$ cat config.mk
export PLATFORM = sky130hd
export DESIGN_NAME = pmc_top
export DESIGN_NICKNAME = d
export VERILOG_FILES = /design/src/core/pmc_pkg.sv /design/src/core/pmc_wb_slave.sv /design/src/core/pmc_resume_timer.sv /design/src/core/pmc_top.sv
export SDC_FILE = /design/constraint.sdc
export NUM_CORES = 1
export LEC_CHECK = 0
export BUFFER_PORTS_ARGS = -buffer_cell sky130_fd_sc_hd__buf_2
export CORE_UTILIZATION = 40
export DETAILED_ROUTE_END_ITERATION = 8
export GPL_ROUTABILITY_DRIVEN = 1
export MAX_ROUTING_LAYER = met4
export PLACE_DENSITY = 0.76
export SLEW_MARGIN = 20
export SYNTH_ARGS = -nofsm -noshare
export SYNTH_HDL_FRONTEND = slang
export SYNTH_SLANG_ARGS = --single-unit
$ cat constraint.sdc
create_clock -name clk_sys_i -period 2.4 [get_ports clk_sys_i]
set_input_delay 0.36 -clock clk_sys_i [delete_from_list [all_inputs] [get_ports clk_sys_i]]
set_output_delay 0.36 -clock clk_sys_i [all_outputs]
set_load 0.01 [all_outputs]
$ cat src/core/pmc_pkg.sv
package pmc_pkg;

  // Global power modes, highest consumption first
  typedef enum logic [1:0] {
    PMC_MODE_ACTIVE    = 2'h0,
    PMC_MODE_ALT       = 2'h1,
    PMC_MODE_SLEEP     = 2'h2,
    PMC_MODE_HIBERNATE = 2'h3
  } pmc_mode_t;

  // Sequencer states
  typedef enum logic [2:0] {
    PMC_ST_RUN    = 3'h0,
    PMC_ST_ALT    = 3'h1,
    PMC_ST_SLEEP  = 3'h2,
    PMC_ST_HIB    = 3'h3,
    PMC_ST_RESUME = 3'h4
  } pmc_state_t;

  localparam int unsigned SUBSYS_W = 8;
  localparam int unsigned CPU_BIT  = 0;
  localparam int unsigned WAKE_W   = 8;

  // Register offsets (byte addresses)
  localparam logic [7:0] OFS_ACT_TMPL  = 8'h00;
  localparam logic [7:0] OFS_ALT_TMPL  = 8'h04;
  localparam logic [7:0] OFS_MODE_REQ  = 8'h08;
  localparam logic [7:0] OFS_STATUS    = 8'h0C;
  localparam logic [7:0] OFS_WAKE_EN   = 8'h10;
  localparam logic [7:0] OFS_REG_CTRL  = 8'h14;
  localparam logic [7:0] OFS_SUBSYS_ON = 8'h18;

  // Field positions
  localparam int unsigned REG_CTRL_CORE_DIGITAL_SUPPLY_BIT = 0;
  localparam int unsigned REG_CTRL_CORE_ANALOG_SUPPLY_BIT = 1;
  localparam int unsigned STAT_MODE_LSB     = 0;
  localparam int unsigned STAT_BUSY_BIT     = 2;

  // Reset values
  localparam logic [SUBSYS_W-1:0] ACT_TMPL_RST = 8'hFF;
  localparam logic [SUBSYS_W-1:0] ALT_TMPL_RST = 8'hFE;
  localparam logic [WAKE_W-1:0]   WAKE_EN_RST  = 8'hFF;
  localparam logic [1:0]          REG_CTRL_RST = 2'h3;

  // Wake source bit positions
  localparam int unsigned WK_PIN = 0;

  // Resume times
  localparam int unsigned CLK_MHZ         = 125;
  localparam int unsigned SLEEP_WAKE_US   = 15;
  localparam int unsigned HIB_WAKE_US     = 100;
  localparam int unsigned SLEEP_WAKE_CYC  = SLEEP_WAKE_US * CLK_MHZ - 1;
  localparam int unsigned HIB_WAKE_CYC    = HIB_WAKE_US * CLK_MHZ - 1;
  localparam int unsigned CNT_W           = 14;

endpackage

$ cat src/core/pmc_wb_slave.sv
`timescale 1ns/10ps
`default_nettype none
// Classic Wishbone slave, one-cycle registered ack
module pmc_wb_slave (
  input  wire logic        clk_sys_i,
  input  wire logic        rst_n_i,
  input  wire logic        wb_cyc_i,
  input  wire logic        wb_stb_i,
  input  wire logic        wb_we_i,
  input  wire logic [7:0]  wb_adr_i,
  input  wire logic [3:0]  wb_sel_i,
  input  wire logic [31:0] wb_dat_i,
  input  wire logic [31:0] rd_data_i,
  output logic [31:0]      wb_dat_o,
  output logic             wb_ack_o,
  output logic             wr_stb_o,
  output logic [7:0]       wr_adr_o,
  output logic [7:0]       wr_dat_o
);

  logic ack_q;
  logic req;

  // Ack drops after one cycle even if strobe stays high
  assign req = wb_cyc_i & wb_stb_i & ~ack_q;

  // Ack and read data
  always_ff @(posedge clk_sys_i or negedge rst_n_i) begin
    if (!rst_n_i) begin
      ack_q    <= 1'b0;
      wb_dat_o <= 32'h0000_0000;
    end else begin
      ack_q <= req;
      if (req && !wb_we_i) begin
        wb_dat_o <= rd_data_i;
      end
    end
  end

  assign wb_ack_o = ack_q;
  // Write commits on the edge that raises ack; only lane 0 is meaningful
  assign wr_stb_o = req & wb_we_i & wb_sel_i[0];
  assign wr_adr_o = wb_adr_i;
  assign wr_dat_o = wb_dat_i[7:0];

endmodule
`default_nettype wire

$ cat src/core/pmc_resume_timer.sv
`timescale 1ns/10ps
`default_nettype none
// Down counter that marks the end of a resume interval
module pmc_resume_timer (
  input  wire logic        clk_sys_i,
  input  wire logic        rst_n_i,
  input  wire logic        load_i,
  input  wire logic [13:0] value_i,
  output logic             done_o
);

  logic [13:0] cnt_q;
  logic        run_q;

  // Load, then count to zero
  always_ff @(posedge clk_sys_i or negedge rst_n_i) begin
    if (!rst_n_i) begin
      cnt_q <= 14'h0000;
      run_q <= 1'b0;
    end else if (load_i) begin
      cnt_q <= value_i;
      run_q <= 1'b1;
    end else if (run_q) begin
      if (cnt_q == 14'h0000) begin
        run_q <= 1'b0;
      end else begin
        cnt_q <= cnt_q - 14'h0001;
      end
    end
  end

  assign done_o = run_q & (cnt_q == 14'h0000);

endmodule
`default_nettype wire

$ cat src/core/pmc_top.sv
// Operation
// Four modes: active, alternate active, sleep, hibernate, by falling consumption.
// In active, each subsystem follows its bit in the active template.
// Disabled subsystem gets clocks gated and analog bias switched off.
// CPU may disable itself; next wakeup turns it back on.
// Any wakeup returns to active and enables CPU regardless of template.
// After reset the mode is active.
// Alternate active uses its own smaller subsystem template.
// Sleep forces resources off but keeps slow oscillators for timers and RTC.
// Sleep wakeup resumes active within 15 us.
// Hibernate stops all clocks, retains state, wakes only on pin interrupt; the code also wakes it on dev_reset_evt_i.
// Hibernate wakeup returns to active in under 100 us.
// In hibernate, outputs hold last levels and pin interrupt setup kept.
// In hibernate only the hibernate regulator stays on.
// Outside logic must not toggle inputs above 10 kHz in hibernate.
// Core regulators start enabled; firmware may disable them for external supply.
// Firmware-enabled interrupts or any device reset wake to active.
// Mode held in a state register; lower mode only after firmware request.
`timescale 1ns/10ps
`default_nettype none
module pmc_top (
  input  wire logic                        clk_sys_i,
  input  wire logic                        rst_n_i,
  input  wire logic                        wb_cyc_i,
  input  wire logic                        wb_stb_i,
  input  wire logic                        wb_we_i,
  input  wire logic [7:0]                  wb_adr_i,
  input  wire logic [3:0]                  wb_sel_i,
  input  wire logic [31:0]                 wb_dat_i,
  output logic [31:0]                      wb_dat_o,
  output logic                             wb_ack_o,
  input  wire logic [pmc_pkg::WAKE_W-1:0]  wake_src_i,
  input  wire logic                        dev_reset_evt_i,
  input  wire logic [pmc_pkg::SUBSYS_W-1:0] gpio_out_i,
  output logic [pmc_pkg::SUBSYS_W-1:0]     subsys_clk_en_o,
  output logic [pmc_pkg::SUBSYS_W-1:0]     subsys_bias_en_o,
  output logic [pmc_pkg::SUBSYS_W-1:0]     gpio_out_o,
  output logic                             gpio_hold_o,
  output logic                             low_speed_osc_en_o,
  output logic                             watch_crystal_osc_en_o,
  output logic                             core_digital_supply_reg_en_o,
  output logic                             core_analog_supply_reg_en_o,
  output logic                             sleep_reg_en_o,
  output logic                             hib_reg_en_o,
  output logic [1:0]                       mode_o
);

  logic                         wr_stb;
  logic [7:0]                   wr_adr;
  logic [7:0]                   wr_dat;
  logic [31:0]                  rd_data;
  logic [pmc_pkg::SUBSYS_W-1:0] act_tmpl_q;
  logic [pmc_pkg::SUBSYS_W-1:0] alt_tmpl_q;
  logic [pmc_pkg::WAKE_W-1:0]   wake_en_q;
  logic [1:0]                   reg_ctrl_q;
  pmc_pkg::pmc_state_t          state_q;
  pmc_pkg::pmc_state_t          state_d;
  pmc_pkg::pmc_mode_t           mode_q;
  logic                         cpu_force_q;
  logic [pmc_pkg::SUBSYS_W-1:0] en_d;
  logic [pmc_pkg::SUBSYS_W-1:0] en_q;
  logic [pmc_pkg::SUBSYS_W-1:0] gpio_q;
  logic                         mode_req;
  logic [1:0]                   req_mode;
  logic                         wake;
  logic                         wake_hib;
  logic                         tmr_load;
  logic [13:0]                  tmr_val;
  logic                         tmr_done;

  pmc_wb_slave u_wb (
    .clk_sys_i (clk_sys_i),
    .rst_n_i   (rst_n_i),
    .wb_cyc_i  (wb_cyc_i),
    .wb_stb_i  (wb_stb_i),
    .wb_we_i   (wb_we_i),
    .wb_adr_i  (wb_adr_i),
    .wb_sel_i  (wb_sel_i),
    .wb_dat_i  (wb_dat_i),
    .rd_data_i (rd_data),
    .wb_dat_o  (wb_dat_o),
    .wb_ack_o  (wb_ack_o),
    .wr_stb_o  (wr_stb),
    .wr_adr_o  (wr_adr),
    .wr_dat_o  (wr_dat)
  );

  pmc_resume_timer u_tmr (
    .clk_sys_i (clk_sys_i),
    .rst_n_i   (rst_n_i),
    .load_i    (tmr_load),
    .value_i   (tmr_val),
    .done_o    (tmr_done)
  );

  // Decoded request writes
  assign mode_req = wr_stb && (wr_adr == pmc_pkg::OFS_MODE_REQ);
  assign req_mode = wr_dat[1:0];

  // Enabled interrupt wake or device reset event
  assign wake     = (|(wake_src_i & wake_en_q)) | dev_reset_evt_i;
  // Hibernate listens only to the pin interrupt unit or device reset event
  assign wake_hib = (wake_src_i[pmc_pkg::WK_PIN] & wake_en_q[pmc_pkg::WK_PIN])
                  | dev_reset_evt_i;

  // Template and config registers
  always_ff @(posedge clk_sys_i or negedge rst_n_i) begin
    if (!rst_n_i) begin
      act_tmpl_q <= pmc_pkg::ACT_TMPL_RST;
      alt_tmpl_q <= pmc_pkg::ALT_TMPL_RST;
      wake_en_q  <= pmc_pkg::WAKE_EN_RST;
      reg_ctrl_q <= pmc_pkg::REG_CTRL_RST;
    end else if (wr_stb) begin
      unique case (wr_adr)
        pmc_pkg::OFS_ACT_TMPL: begin
          act_tmpl_q <= wr_dat;
        end
        pmc_pkg::OFS_ALT_TMPL: begin
          alt_tmpl_q <= wr_dat;
        end
        pmc_pkg::OFS_WAKE_EN: begin
          wake_en_q <= wr_dat;
        end
        pmc_pkg::OFS_REG_CTRL: begin
          reg_ctrl_q <= wr_dat[1:0];
        end
        default: begin
        end
      endcase
    end
  end

  // Resume counts; both fit the 14-bit timer
  assign tmr_load = ((state_q == pmc_pkg::PMC_ST_SLEEP) && wake)
                  || ((state_q == pmc_pkg::PMC_ST_HIB) && wake_hib);
  assign tmr_val  = (state_q == pmc_pkg::PMC_ST_HIB) ?
                    14'(pmc_pkg::HIB_WAKE_CYC) : 14'(pmc_pkg::SLEEP_WAKE_CYC);

  // Mode sequencer next state
  always_comb begin
    state_d = state_q;
    unique case (state_q)
      pmc_pkg::PMC_ST_RUN, pmc_pkg::PMC_ST_ALT: begin
        if (wake) begin
          state_d = pmc_pkg::PMC_ST_RUN;
        end else if (mode_req) begin
          unique case (req_mode)
            2'h0: state_d = pmc_pkg::PMC_ST_RUN;
            2'h1: state_d = pmc_pkg::PMC_ST_ALT;
            2'h2: state_d = pmc_pkg::PMC_ST_SLEEP;
            2'h3: state_d = pmc_pkg::PMC_ST_HIB;
          endcase
        end
      end
      pmc_pkg::PMC_ST_SLEEP: begin
        if (wake) begin
          state_d = pmc_pkg::PMC_ST_RESUME;
        end
      end
      pmc_pkg::PMC_ST_HIB: begin
        if (wake_hib) begin
          state_d = pmc_pkg::PMC_ST_RESUME;
        end
      end
      pmc_pkg::PMC_ST_RESUME: begin
        if (tmr_done) begin
          state_d = pmc_pkg::PMC_ST_RUN;
        end
      end
      default: begin
        state_d = pmc_pkg::PMC_ST_RUN;
      end
    endcase
  end

  // Mode state register, active after reset
  always_ff @(posedge clk_sys_i or negedge rst_n_i) begin
    if (!rst_n_i) begin
      state_q <= pmc_pkg::PMC_ST_RUN;
    end else begin
      state_q <= state_d;
    end
  end

  // Reported global mode; resume already reports as active, not the low mode being left
  always_comb begin
    unique case (state_q)
      pmc_pkg::PMC_ST_ALT:   mode_q = pmc_pkg::PMC_MODE_ALT;
      pmc_pkg::PMC_ST_SLEEP: mode_q = pmc_pkg::PMC_MODE_SLEEP;
      pmc_pkg::PMC_ST_HIB:   mode_q = pmc_pkg::PMC_MODE_HIBERNATE;
      default:               mode_q = pmc_pkg::PMC_MODE_ACTIVE;
    endcase
  end

  // CPU forced on in active after a wake until firmware rewrites the active template
  always_ff @(posedge clk_sys_i or negedge rst_n_i) begin
    if (!rst_n_i) begin
      cpu_force_q <= 1'b0;
    end else if (wake || (state_q == pmc_pkg::PMC_ST_RESUME)) begin
      cpu_force_q <= 1'b1;
    end else if (wr_stb && (wr_adr == pmc_pkg::OFS_ACT_TMPL)) begin
      cpu_force_q <= 1'b0;
    end
  end

  // Subsystem enable selection per mode
  always_comb begin
    en_d = '0;
    unique case (state_q)
      pmc_pkg::PMC_ST_RUN: begin
        en_d = act_tmpl_q;
        en_d[pmc_pkg::CPU_BIT] = act_tmpl_q[pmc_pkg::CPU_BIT] | cpu_force_q;
      end
      pmc_pkg::PMC_ST_ALT: begin
        en_d = alt_tmpl_q;
      end
      default: begin
        en_d = '0;
      end
    endcase
  end

  // Registered enables drive gating and bias together
  always_ff @(posedge clk_sys_i or negedge rst_n_i) begin
    if (!rst_n_i) begin
      en_q <= pmc_pkg::ACT_TMPL_RST;
    end else begin
      en_q <= en_d;
    end
  end

  assign subsys_clk_en_o  = en_q;
  assign subsys_bias_en_o = en_q;

  // GPIO retention latch; freezes on hibernate entry
  always_ff @(posedge clk_sys_i or negedge rst_n_i) begin
    if (!rst_n_i) begin
      gpio_q <= '0;
    end else if (state_q != pmc_pkg::PMC_ST_HIB) begin
      gpio_q <= gpio_out_i;
    end
  end

  assign gpio_out_o  = gpio_q;
  assign gpio_hold_o = (state_q == pmc_pkg::PMC_ST_HIB);

  // Clocks and regulators per mode
  assign low_speed_osc_en_o      = (state_q != pmc_pkg::PMC_ST_HIB);
  assign watch_crystal_osc_en_o  = (state_q != pmc_pkg::PMC_ST_HIB);
  assign core_digital_supply_reg_en_o = reg_ctrl_q[pmc_pkg::REG_CTRL_CORE_DIGITAL_SUPPLY_BIT]
                                      & (state_q != pmc_pkg::PMC_ST_HIB);
  assign core_analog_supply_reg_en_o  = reg_ctrl_q[pmc_pkg::REG_CTRL_CORE_ANALOG_SUPPLY_BIT]
                                      & (state_q != pmc_pkg::PMC_ST_HIB);
  assign sleep_reg_en_o = (state_q != pmc_pkg::PMC_ST_HIB);
  // Hibernate regulator is always on so retention never loses power
  assign hib_reg_en_o   = 1'b1;
  assign mode_o         = mode_q;

  // Read mux; unmapped addresses read zero
  always_comb begin
    rd_data = 32'h0000_0000;
    unique case (wb_adr_i)
      pmc_pkg::OFS_ACT_TMPL:  rd_data[7:0] = act_tmpl_q;
      pmc_pkg::OFS_ALT_TMPL:  rd_data[7:0] = alt_tmpl_q;
      pmc_pkg::OFS_MODE_REQ:  rd_data[1:0] = mode_q;
      pmc_pkg::OFS_STATUS: begin
        rd_data[1:0] = mode_q;
        rd_data[pmc_pkg::STAT_BUSY_BIT] = (state_q == pmc_pkg::PMC_ST_RESUME);
      end
      pmc_pkg::OFS_WAKE_EN:   rd_data[7:0] = wake_en_q;
      pmc_pkg::OFS_REG_CTRL:  rd_data[1:0] = reg_ctrl_q;
      pmc_pkg::OFS_SUBSYS_ON: rd_data[7:0] = en_q;
      default:                rd_data = 32'h0000_0000;
    endcase
  end

  // Resume length watch; a counter stands in for a delay range too long to unroll
  logic [13:0] resume_cnt_q;
  logic        resume_from_hib_q;

  // Cycles spent resuming; saturates so a hang cannot wrap back under the bound
  always_ff @(posedge clk_sys_i or negedge rst_n_i) begin
    if (!rst_n_i) begin
      resume_cnt_q <= 14'h0000;
    end else if (state_q != pmc_pkg::PMC_ST_RESUME) begin
      resume_cnt_q <= 14'h0000;
    end else if (resume_cnt_q != 14'h3FFF) begin
      resume_cnt_q <= resume_cnt_q + 14'h0001;
    end
  end

  // Which low mode the current resume started from
  always_ff @(posedge clk_sys_i or negedge rst_n_i) begin
    if (!rst_n_i) begin
      resume_from_hib_q <= 1'b0;
    end else if (state_q != pmc_pkg::PMC_ST_RESUME) begin
      resume_from_hib_q <= (state_q == pmc_pkg::PMC_ST_HIB);
    end
  end
endmodule
`default_nettype wire

Word level (Yosys, flattened, before mapping). Cells that the tools add are included. Widths: inputs -> output; s select.

Add/subtract/negate cells: 1. Equal/unequal tests: 19. Mux-type cells: 21. Bitwise operators: 13. Reductions and logical operators: 23.

Operators by type and width (number): $mux 14 (4); $eq 8x5->1 const B (3); $pmux 3 s4 (2); $pmux 5 s4 (1); $eq 8x4->1 const B (2); $pmux 8 s2 (1); $mux 3 (5); $logic_not 14->1 (1); $sub 14x1->14 const B (1); $pmux 2 s6 (1); $reduce_and 2->1 (5); $and 1x1->1 (8); $and 8x8->8 (1); $eq 8x3->1 const B (1); $logic_not 8->1 (1); $reduce_or 8->1 (1); $eq 3x2->1 const B (2); $ne 2x2->1 const B (3); $pmux 2 s3 (1); $logic_and 1x1->1 (5); $mux 1 (5); $pmux 1 s5 (1); $eq 2x2->1 const B (2); $reduce_and 4->1 (1); 14 further kinds (19).

Flip-flop bits (word level): 70. Input bits: 66. Output and inout bits: 66. Word-level logic and storage cells: 89.

Logic depth before layout (Yosys ltp). Gate-level depths: netlist of run 1.

Word-level depth: 8. Gate-level depth with buffers: 6. Mapped depth without buffers: 6.

Cells and area by module. From an unflattened synthesis of run 1, not the netlist that was laid out.

Cells, all modules: 394. Area total of the unflattened synthesis: 4830.9 µm².

Modules (own cells, without submodules): pmc_top (times used 1, cells each 203, area an instance 2411.1 µm², seq. area each 1192.4 µm²); pmc_wb_slave (times used 1, cells each 88, area an instance 1512.7 µm², seq. area each 825.8 µm²); pmc_resume_timer (times used 1, cells each 103, area an instance 907.1 µm², seq. area each 375.4 µm²).

Least setup slack after synthesis of run 1. OpenSTA, ideal clock, no wires.

Kind: register to register. Start point: reg u_tmr.cnt_q[0]. End point: reg u_tmr.cnt_q[6]. Library setup time: 124 ps. Data arrival time: 1753 ps. Data required time: 2276 ps. Slack: 523 ps. Cell stages (with the launch flop): 7. Buffers on the path: 0. Period minus slack after synthesis: 1877 ps. Path through: dfrtp_1 -> inv_1 -> ha_1 -> or4b_1 -> nor4_4 -> nor3_1 -> a211o_1.

Longest elaborated chain between the ends: 4. Elaborated cells on any way between the ends: 7. Classes of those cells: add/sub (1); eq/ne (1); mux (3); reduce/logical (2).

RTL lines: start, declared (RTL line pmc_resume_timer.sv:12) `logic [13:0] cnt_q;`; start signal, assigned (RTL line pmc_resume_timer.sv:21) `cnt_q <= value_i;`; start signal, assigned (RTL line pmc_resume_timer.sv:27) `cnt_q <= cnt_q - 14'h0001;`; $sub 14x1->14 (RTL line pmc_resume_timer.sv:27); $mux 14 (RTL line pmc_resume_timer.sv:24) `if (cnt_q == 14'h0000) begin`; $mux 14 (RTL line pmc_resume_timer.sv:23) `end else if (run_q) begin`; $mux 14 (RTL line pmc_resume_timer.sv:20) `end else if (load_i) begin`.

Parallel ways exist; a longest one is shown, timed or not. The select of a mux whose other input is x is not followed. A chain may end at the register's enable or synchronous reset.

Worst setup path after layout of run 1. Ends and elaborated chain as after synthesis.

==> out/summary.md, run 1 <==
### Timing
- false — setup repair after global routing missed its margin
- 0 ns — Final TNS setup
- 46.8% — Worst slew margin
- 0.787 ns — actual slew at the worst max-slew pin
- 88.8% — final worst-path cycle share
- 0 — number of hold violations in the final report
- 0 — count of pins over their slew limit
- 2.13 ns — post-layout minimum cycle time
- 0.469 GHz — Highest Clock Rate
- 0.0103 ns — Setup Skew
- 0 — setup violators final

### Die
- 9330 um2 — core area
- 101 um — y dimension of the die
- 35 — floorplan row count
- 10100 um2 — die area
- 101 um — horizontal extent of the die
- 41.6% — initial standard-cell utilization of the core
- 132 — ports placed on the boundary

### Min path
- 2 — Worst Hold Depth
- gpio_out_i[6] — min-delay src
- gpio_out_o[6] — worst-case hold path end point
- in2reg — Hold Crit Class

### Synthesis
- 3880 um2 — post-synthesis instance area
- 11.2 um2 — average instance area after synthesis
- 0 — Warnings, synthesis
- sky130_fd_sc_hd__dfrtp_1 — top flip-flop cell by instance count after synthesis
- 46.2% — post-synthesis sequential area ratio
- 346 — Post-Synthesis Cells
- 0 — number of flops mapped to enable cells by yosys
- 70 — Synth Register Bits
- 100% — async set or reset register ratio after synthesis
- 58 — Yosys cell types

### Worst setup path
- 1 — count of buffering cells on the critical path with inverters included
- 0.27 ns — slack of the worst reg-to-reg path
- 0.57 ns — delay of the slowest critical-path stage
- 7 — maximum fanout encountered on the critical timing path
- flop — Setup crit end kind
- 2.37 ns — Arrival @ worst endpoint
- 6 — cells on worst reg2reg path
- sky130_fd_sc_hd__or4b_1 — slowest cell on the critical path
- flop — Worst Setup Start Kind
- 2.64 ns — required time of the critical path
- reg2reg — kind of critical path
- u_tmr.cnt_q[0] — startpoint of the most critical register-to-register path
- simple AND/OR/NAND/NOR gates — cell type group with the largest total delay on the critical path
- inv_1 > ha_1 > or4b_1 > nor4_4 > nor3_1 > a211o_1 — Critical Path, Cell by Cell
- u_tmr.cnt_q[6] — Reg-to-Reg End

### Route
- 5.47 — via count normalized by instance count
- 277 — number of DRC markers after the initial detailed-route iteration
- 5 — drt pass-1 iters
- 16.5 um — routed length per placed instance
- 9.26 mm — routed wire length
- 3082 — routed via count
- 0 — count of antenna-violating nets left after detailed routing
- 0 — number of design rule violations left after detail routing

### Finish
- 4530 um2 — summed area of non-filler cells in the final layout
- 0 — final antenna diode count
- 43.8% — layout cells sized above 1
- 16.8% — Area growth syn-to-layout
- 496 — final net count

### Global route
- 49 — pin count of the biggest net entering global routing
- 2994 — via count of the first global-routing pass
- 0 — number of antenna violations at the first check in global routing
- 20.0% — total global-route track usage
- 0 — Overflow after GRT
- 14.9 mm — wire length of the first global-routing pass

### Power and ir drop
- 0.304 mV — Peak VDD IR
- 0.00209 uW — leakage component of the power
- 640 nW/um2 — Cell Pwr Density

### CTS
- 0 — Post-CTS Setup Bufs
- 9 — number of buffers created by CTS
- 2 — largest buffer count on any clock path
- sky130_fd_sc_hd__clkbuf_8 — CTS root buf
- built — clock tree from TritonCTS
- 0.35 ns — clock latency reported for the late side of the worst-skew pair
- 3 — # H-tree levels
- 70 — TritonCTS sink count
- 0.08 ns — Clock transition at path regs

### Placement
- 6.94 mm — Post-DP HPWL
- 4330 um2 — total placed instance area
- 0.899 — routability-driven placement congestion ratio
- 79 — port buffer count

### Flow run
- 0 — Max-Cap Viols

### Status
- finished, final reports clean — status

timing repair:
action	4_1_cts	5_1_grt
hold buffers	1	0
endpoints found under the hold margin	5	0
setup endpoints to repair	0	2
gates resized for setup	0	1
flip-flops by register name, indices dropped and copies added (netlist names):
name and cells:
u_tmr.cnt_q 14, act_tmpl_q 8, alt_tmpl_q 8, gpio_out_o 8, subsys_bias_en_o 8, u_wb.wb_dat_o 8, wake_en_q 8, state_q 3
reg_ctrl_q 2, cpu_force_q 1, u_tmr.run_q 1, u_wb.wb_ack_o 1
cells in the final DEF (no fill, tap or decap), types with 6 or more instances in the layout:
cell                       instances
sky130_fd_sc_hd__buf_2            79
sky130_fd_sc_hd__dfrtp_1          37
sky130_fd_sc_hd__dfstp_2          33
sky130_fd_sc_hd__mux2_2           27
sky130_fd_sc_hd__conb_1           25
sky130_fd_sc_hd__nor2_1           23
sky130_fd_sc_hd__mux2i_1          19
sky130_fd_sc_hd__nand2_1          13
sky130_fd_sc_hd__buf_4            12
sky130_fd_sc_hd__nand3_1           9
sky130_fd_sc_hd__clkbuf_8          9
sky130_fd_sc_hd__a21oi_1           8
sky130_fd_sc_hd__o21ai_0           8
sky130_fd_sc_hd__mux2_4            8
sky130_fd_sc_hd__nand4_1           8
sky130_fd_sc_hd__inv_1             7
sky130_fd_sc_hd__or4_1             7
sky130_fd_sc_hd__nor4b_1           6
sky130_fd_sc_hd__a211o_1           6
worst max-delay path by stage:
| stage | from | endpoint | slack [ns] | depth (start not counted) |
|---|---|---|---|---|
| detailed placement | wb_adr_i[2] | state_q[0] | 0.26 | 5 |
| global placement | wb_adr_i[2] | state_q[0] | 0.34 | 5 |
| finish | u_tmr.cnt_q[0] | u_tmr.cnt_q[6] | 0.27 | 6 |
| floorplan | u_tmr.cnt_q[0] | u_tmr.cnt_q[6] | 0.52 | 6 |
| global route | u_tmr.cnt_q[0] | u_tmr.cnt_q[6] | 0.11 | 6 |
| CTS | state_q[2] | core_analog_supply_reg_en_o | 0.06 | 4 |
report_power, final:
part / internal [uW] / total (uW) / switching, uW / leakage [uW]
Combinational: 235 / 554 / 318 / 0.00120
Sequential: 1290 / 1430 / 137 / 0.000792
Clock: 442 / 919 / 477 / 0.0000985
layer usage:
layer	vias to the layer above	global-route usage [%]	wire length [um]
met4	0	8.92	256
met2	139	29.8	4380
li1	1400	-	-
met3	27	3.33	470
met5	-	-	0
met1	1516	26.8	4160
synth_stat cells (all sizes together), types with 5 or more instances:
cell type  count  area share [%]
or4            8             1.6
a22o           5             1.1
nor4b          6             1.4
mux2          35              11
a21oi          8             1.0
inv            7            0.68
nand4          8             1.3
a211o          6             1.4
o21ai          9             1.2
dfstp         33              22
nand2         16             1.7
nor2          23             2.2
buf           40             7.4
mux2i         19             4.9
nand3         10             1.4
dfrtp         37              24
nor3           5            0.64
final cells by class:
class                   count  area [um2]
inverters                   7        26.3
multi-input cells         248        1850
well taps                 129         161
clock inverters             6        41.3
clock buffers              10         149
repair buffers             93         515
flip-flops and latches     70        1790
fillers                   883        4790
cells by family (layout without fill, tap and decap cells):
family                     Yosys count  in the layout  share of synthesized area (%)
other                                2             25                          0.193
AOI/OAI and AO/OA                   55             55                           10.8
and+or+nand+nor                    112            112                           17.9
DFF                                 70             70                           46.2
adders and majority gates            1              1                          0.322
xor gates and xnor gates             1              1                          0.226
muxes                               54             54                           15.8
buffers and inverters               51            116                           8.51
stage by stage:
step           hold WS [ns]  instances  setup WS, ns  utilization, %  total power (uW)
2_1_floorplan        0.0644        369         0.523               -              1810
3_3_place_gp          0.355        546         0.338            46.4              1950
3_5_place_dp          0.365        546         0.264            46.4              1990
4_1_cts               0.227        563        0.0647            48.6              2910
5_1_grt               0.222        563         0.110            48.6              3060
6_report              0.236        563         0.270            48.6              2900
(Power assumes the default switching activity.)
==> inputs of run 2 (changes only) <==
Settings changed: ABC_AREA set to 1.
==> out/summary.md, run 2 <==
### Status
- finished with violations — status
- negative hold slack — violations in the final reports

### Finish
- 1790 um2 — combined flip-flop and latch cell area, unchanged
- 1760 um2 — area occupied by multi-input gates, -4.8%
- 15.6% — Area growth syn-to-layout
- 627 — final net count, +26%
- u_tmr.cnt_q — most flop-heavy register
- sky130_fd_sc_hd__nand2_1 — most common cell after layout, fill and taps aside
- 31.9% — layout cells sized above 1, -12 points
- 0 — final antenna diode count, unchanged
- 14 — max FFs per register, unchanged
- 4520 um2 — summed area of non-filler cells in the final layout, -0.30%
- sky130_fd_sc_hd__nand2_1, sky130_fd_sc_hd__buf_2, sky130_fd_sc_hd__nor2_1 — most frequent cells in the layout
- 897 — layout filler cell count, +1.6%

### CTS
- 0 — CTS-repair resized insts, unchanged
- sky130_fd_sc_hd__clkbuf_8 — CTS root buf
- 0.07 ns — Clock transition at path regs, about the same
- 0.35 ns — clock latency reported for the late side of the worst-skew pair, about the same
- 2 — largest buffer count on any clock path, unchanged
- 0 — hold_buf cts, -1
- built — clock tree from TritonCTS
- 9 — number of buffers created by CTS, unchanged
- 70 — TritonCTS sink count, unchanged
- 0 — Post-CTS Setup Bufs, unchanged
- 3 — # H-tree levels, unchanged

### Placement
- 6.48 mm — Post-DP HPWL, -6.5%
- 0.866 — routability-driven placement congestion ratio, -3.7%
- 79 — port buffer count, unchanged
- 4280 um2 — total placed instance area, -1.2%

### Synthesis
- 70 — Synth Register Bits, unchanged
- 485 — Post-Synthesis Cells, +40%
- 45.9% — post-synthesis sequential area ratio, -0.34 points
- 35 — Yosys cell types, -40%
- 0 — number of flops mapped to enable cells by yosys, unchanged
- 100% — async set or reset register ratio after synthesis, unchanged
- 3910 um2 — post-synthesis instance area, +0.74%
- 23.7% — post-synth top area share, -0.18 points
- sky130_fd_sc_hd__dfrtp_1, sky130_fd_sc_hd__dfstp_2, sky130_fd_sc_hd__nand2_1 — top cells by area, synth
- sky130_fd_sc_hd__nand2_1, sky130_fd_sc_hd__nor2_1, sky130_fd_sc_hd__dfrtp_1 — list of most frequent post-synthesis cells
- sky130_fd_sc_hd__nand2_1 — most instantiated library cell after synthesis
- sky130_fd_sc_hd__dfrtp_1 — top flip-flop cell by instance count after synthesis
- 0 — Warnings, synthesis, unchanged
- 8.06 um2 — average instance area after synthesis, -28%
- sky130_fd_sc_hd__dfrtp_1 — library cell occupying the most area in the post-synthesis netlist

### Route
- 157 — number of DRC markers after the initial detailed-route iteration, -43%
- 8.62 mm — routed wire length, -6.9%
- 0 — count of antenna-violating nets left after detailed routing, unchanged
- 4 — drt pass-1 iters, -1
- 4.76 — via count normalized by instance count, -13%
- 12.4 um — routed length per placed instance, -24%
- 0 — number of design rule violations left after detail routing, unchanged
- 3303 — routed via count, +7.2%

### Worst setup path
- reg2out — kind of critical path
- inv_1 > nand2_1 > nor2_4 > clkinv_1 > buf_2 — Critical Path, Cell by Cell
- 3 — count of buffering cells on the critical path with inverters included, +2
- 0.72 ns — slack of the worst reg-to-reg path, +0.45 ns
- output pin — Setup crit end kind
- 14 — maximum fanout encountered on the critical timing path, +7
- flop — Worst Setup Start Kind
- state_q[2] — startpoint of the most critical register-to-register path
- sky130_fd_sc_hd__dfrtp_1 — slowest cell on the critical path
- 8 — cells on worst reg2reg path, +2
- u_tmr.cnt_q[7] — Reg-to-Reg End
- buffers and inverters — cell type group with the largest total delay on the critical path
- 1.82 ns — Arrival @ worst endpoint, -0.55 ns
- 0.37 ns — delay of the slowest critical-path stage, -0.20 ns
- 2.04 ns — required time of the critical path, -0.60 ns

### Die
- 35 — floorplan row count, unchanged
- 101 um — y dimension of the die, +0.36%
- 9370 um2 — core area, +0.47%
- 10200 um2 — die area, +0.73%
- 41.7% — initial standard-cell utilization of the core, +0.11 points
- 101 um — horizontal extent of the die, +0.36%
- 132 — ports placed on the boundary, unchanged

### Flow run
- 0 — Max-Cap Viols, unchanged

### Power and ir drop
- 32.5% — Clock Power Share, +0.8 points
- 1150 uW — net switching component of the power, +23%
- 24.9% — portion of total power attributed to combinational logic, +5.8 points
- 2300 uW — design internal power, +17%
- 42.6% — Sequential Power Share, -6.7 points
- 0.00229 uW — leakage component of the power, +9.3%
- 33.3% — switching portion of total power, +1.2 points
- 765 nW/um2 — Cell Pwr Density, +19%
- 0.328 mV — Peak VDD IR, +8.1%

### Global route
- 0 — number of antenna violations at the first check in global routing, unchanged
- 3041 — via count of the first global-routing pass, +1.6%
- 13.9 mm — wire length of the first global-routing pass, -7.1%
- 18.5% — total global-route track usage, -1.5 points
- 49 — pin count of the biggest net entering global routing, unchanged
- 0 — Overflow after GRT, unchanged

### Timing
- 19 — number of hold violations in the final report, +19
- false — setup repair after global routing missed its margin
- 0.0106 ns — Setup Skew, +0.000327 ns
- 59.4% — Worst slew margin, +13 points
- 0 — setup violators final, unchanged
- 0 ns — Final TNS setup, unchanged
- 2.18 ns — post-layout minimum cycle time, +0.0447 ns
- 0.607 ns — actual slew at the worst max-slew pin, -0.180 ns
- 90.6% — final worst-path cycle share, +1.9 points
- 0.460 GHz — Highest Clock Rate, -2.1%
- 0 — count of pins over their slew limit, unchanged
- -0.0127 ns — Hold Slack, -0.249 ns

### Min path
- in2async — Hold Crit Class

-- run 2: cell types whose count changed after synthesis, moves of 9 or more --
cell,before,now
sky130_fd_sc_hd__nand2_1,14,174
sky130_fd_sc_hd__mux2i_1,19,0
sky130_fd_sc_hd__nand3_1,9,18
sky130_fd_sc_hd__nor2_4,0,9
sky130_fd_sc_hd__o21ai_1,1,11
sky130_fd_sc_hd__inv_1,7,34
sky130_fd_sc_hd__mux2_2,27,0
sky130_fd_sc_hd__nor2_1,23,40
sky130_fd_sc_hd__o21ai_2,0,16
-- run 2: area by class of cell --
cell class / count / area share (%)
Sequential cell: 70 / 39.7
Multi-Input combinational cell: 360 / 38.9
Timing Repair Buffer: 80 / 9.19
Clock buffer: 12 / 3.65
Tap cell: 129 / 3.57
Inverter: 39 / 3.32
Clock inverter: 4 / 1.69
-- run 2: worst max-delay path by stage --
stage                           start                  to  cells after the start
after floorplan            state_q[2]      sleep_reg_en_o                      5
after global placement    wb_adr_i[5]         cpu_force_q                      6
after detailed placement  wb_adr_i[5]         cpu_force_q                      6
after CTS                  state_q[2]  low_speed_osc_en_o                      5
after global routing       state_q[2]  low_speed_osc_en_o                      5
final                      state_q[2]  low_speed_osc_en_o                      5
-- run 2: kinds of logic (layout without fill, tap and decap cells) --
kind of cell               count (synthesis)  in the layout  share of synthesized area (%)
xor gates and xnor gates                   3              3                          0.672
other                                      2             25                          0.192
AOI/OAI and AO/OA                         54             54                           9.34
adders and majority gates                  1              1                          0.320
buffers and inverters                     78            135                           11.4
DFF                                       70             70                           45.9
and+or+nand+nor                          277            277                           32.2
-- run 2: power groups by stage --
stage / clock network [uW] / registers, uW / logic, uW
after CTS: 1140 / 1470 / 865
after global routing: 1200 / 1490 / 979
after global placement: 0 / 1480 / 833
after floorplan: 0 / 1470 / 641
final: 1120 / 1470 / 860
after detailed placement: 0 / 1490 / 859
-- run 2: per-layer routing --
| metal | up-vias | part of all wire, % | global-route usage, % |
|---|---|---|---|
| met5 | - | 0 | - |
| li1 | 1635 | - | - |
| met1 | 1535 | 44 | 22.9 |
| met2 | 121 | 49 | 29.7 |
| met3 | 12 | 5.6 | 3.61 |
| met4 | 0 | 1.3 | 7.80 |
-- run 2: per-stage QoR --
step	hold WS (ns)	cells	worst slack, ns	util, %	power [uW]
detailed placement	0.380	678	0.619	45.6	2350
finish	-0.0127	694	0.225	48.2	3460
floorplan	0.0644	508	0.899	-	2110
global placement	0.374	678	0.660	45.6	2310
CTS	0.00172	694	0.233	48.2	3480
global route	0.0366	694	0.0708	48.2	3670
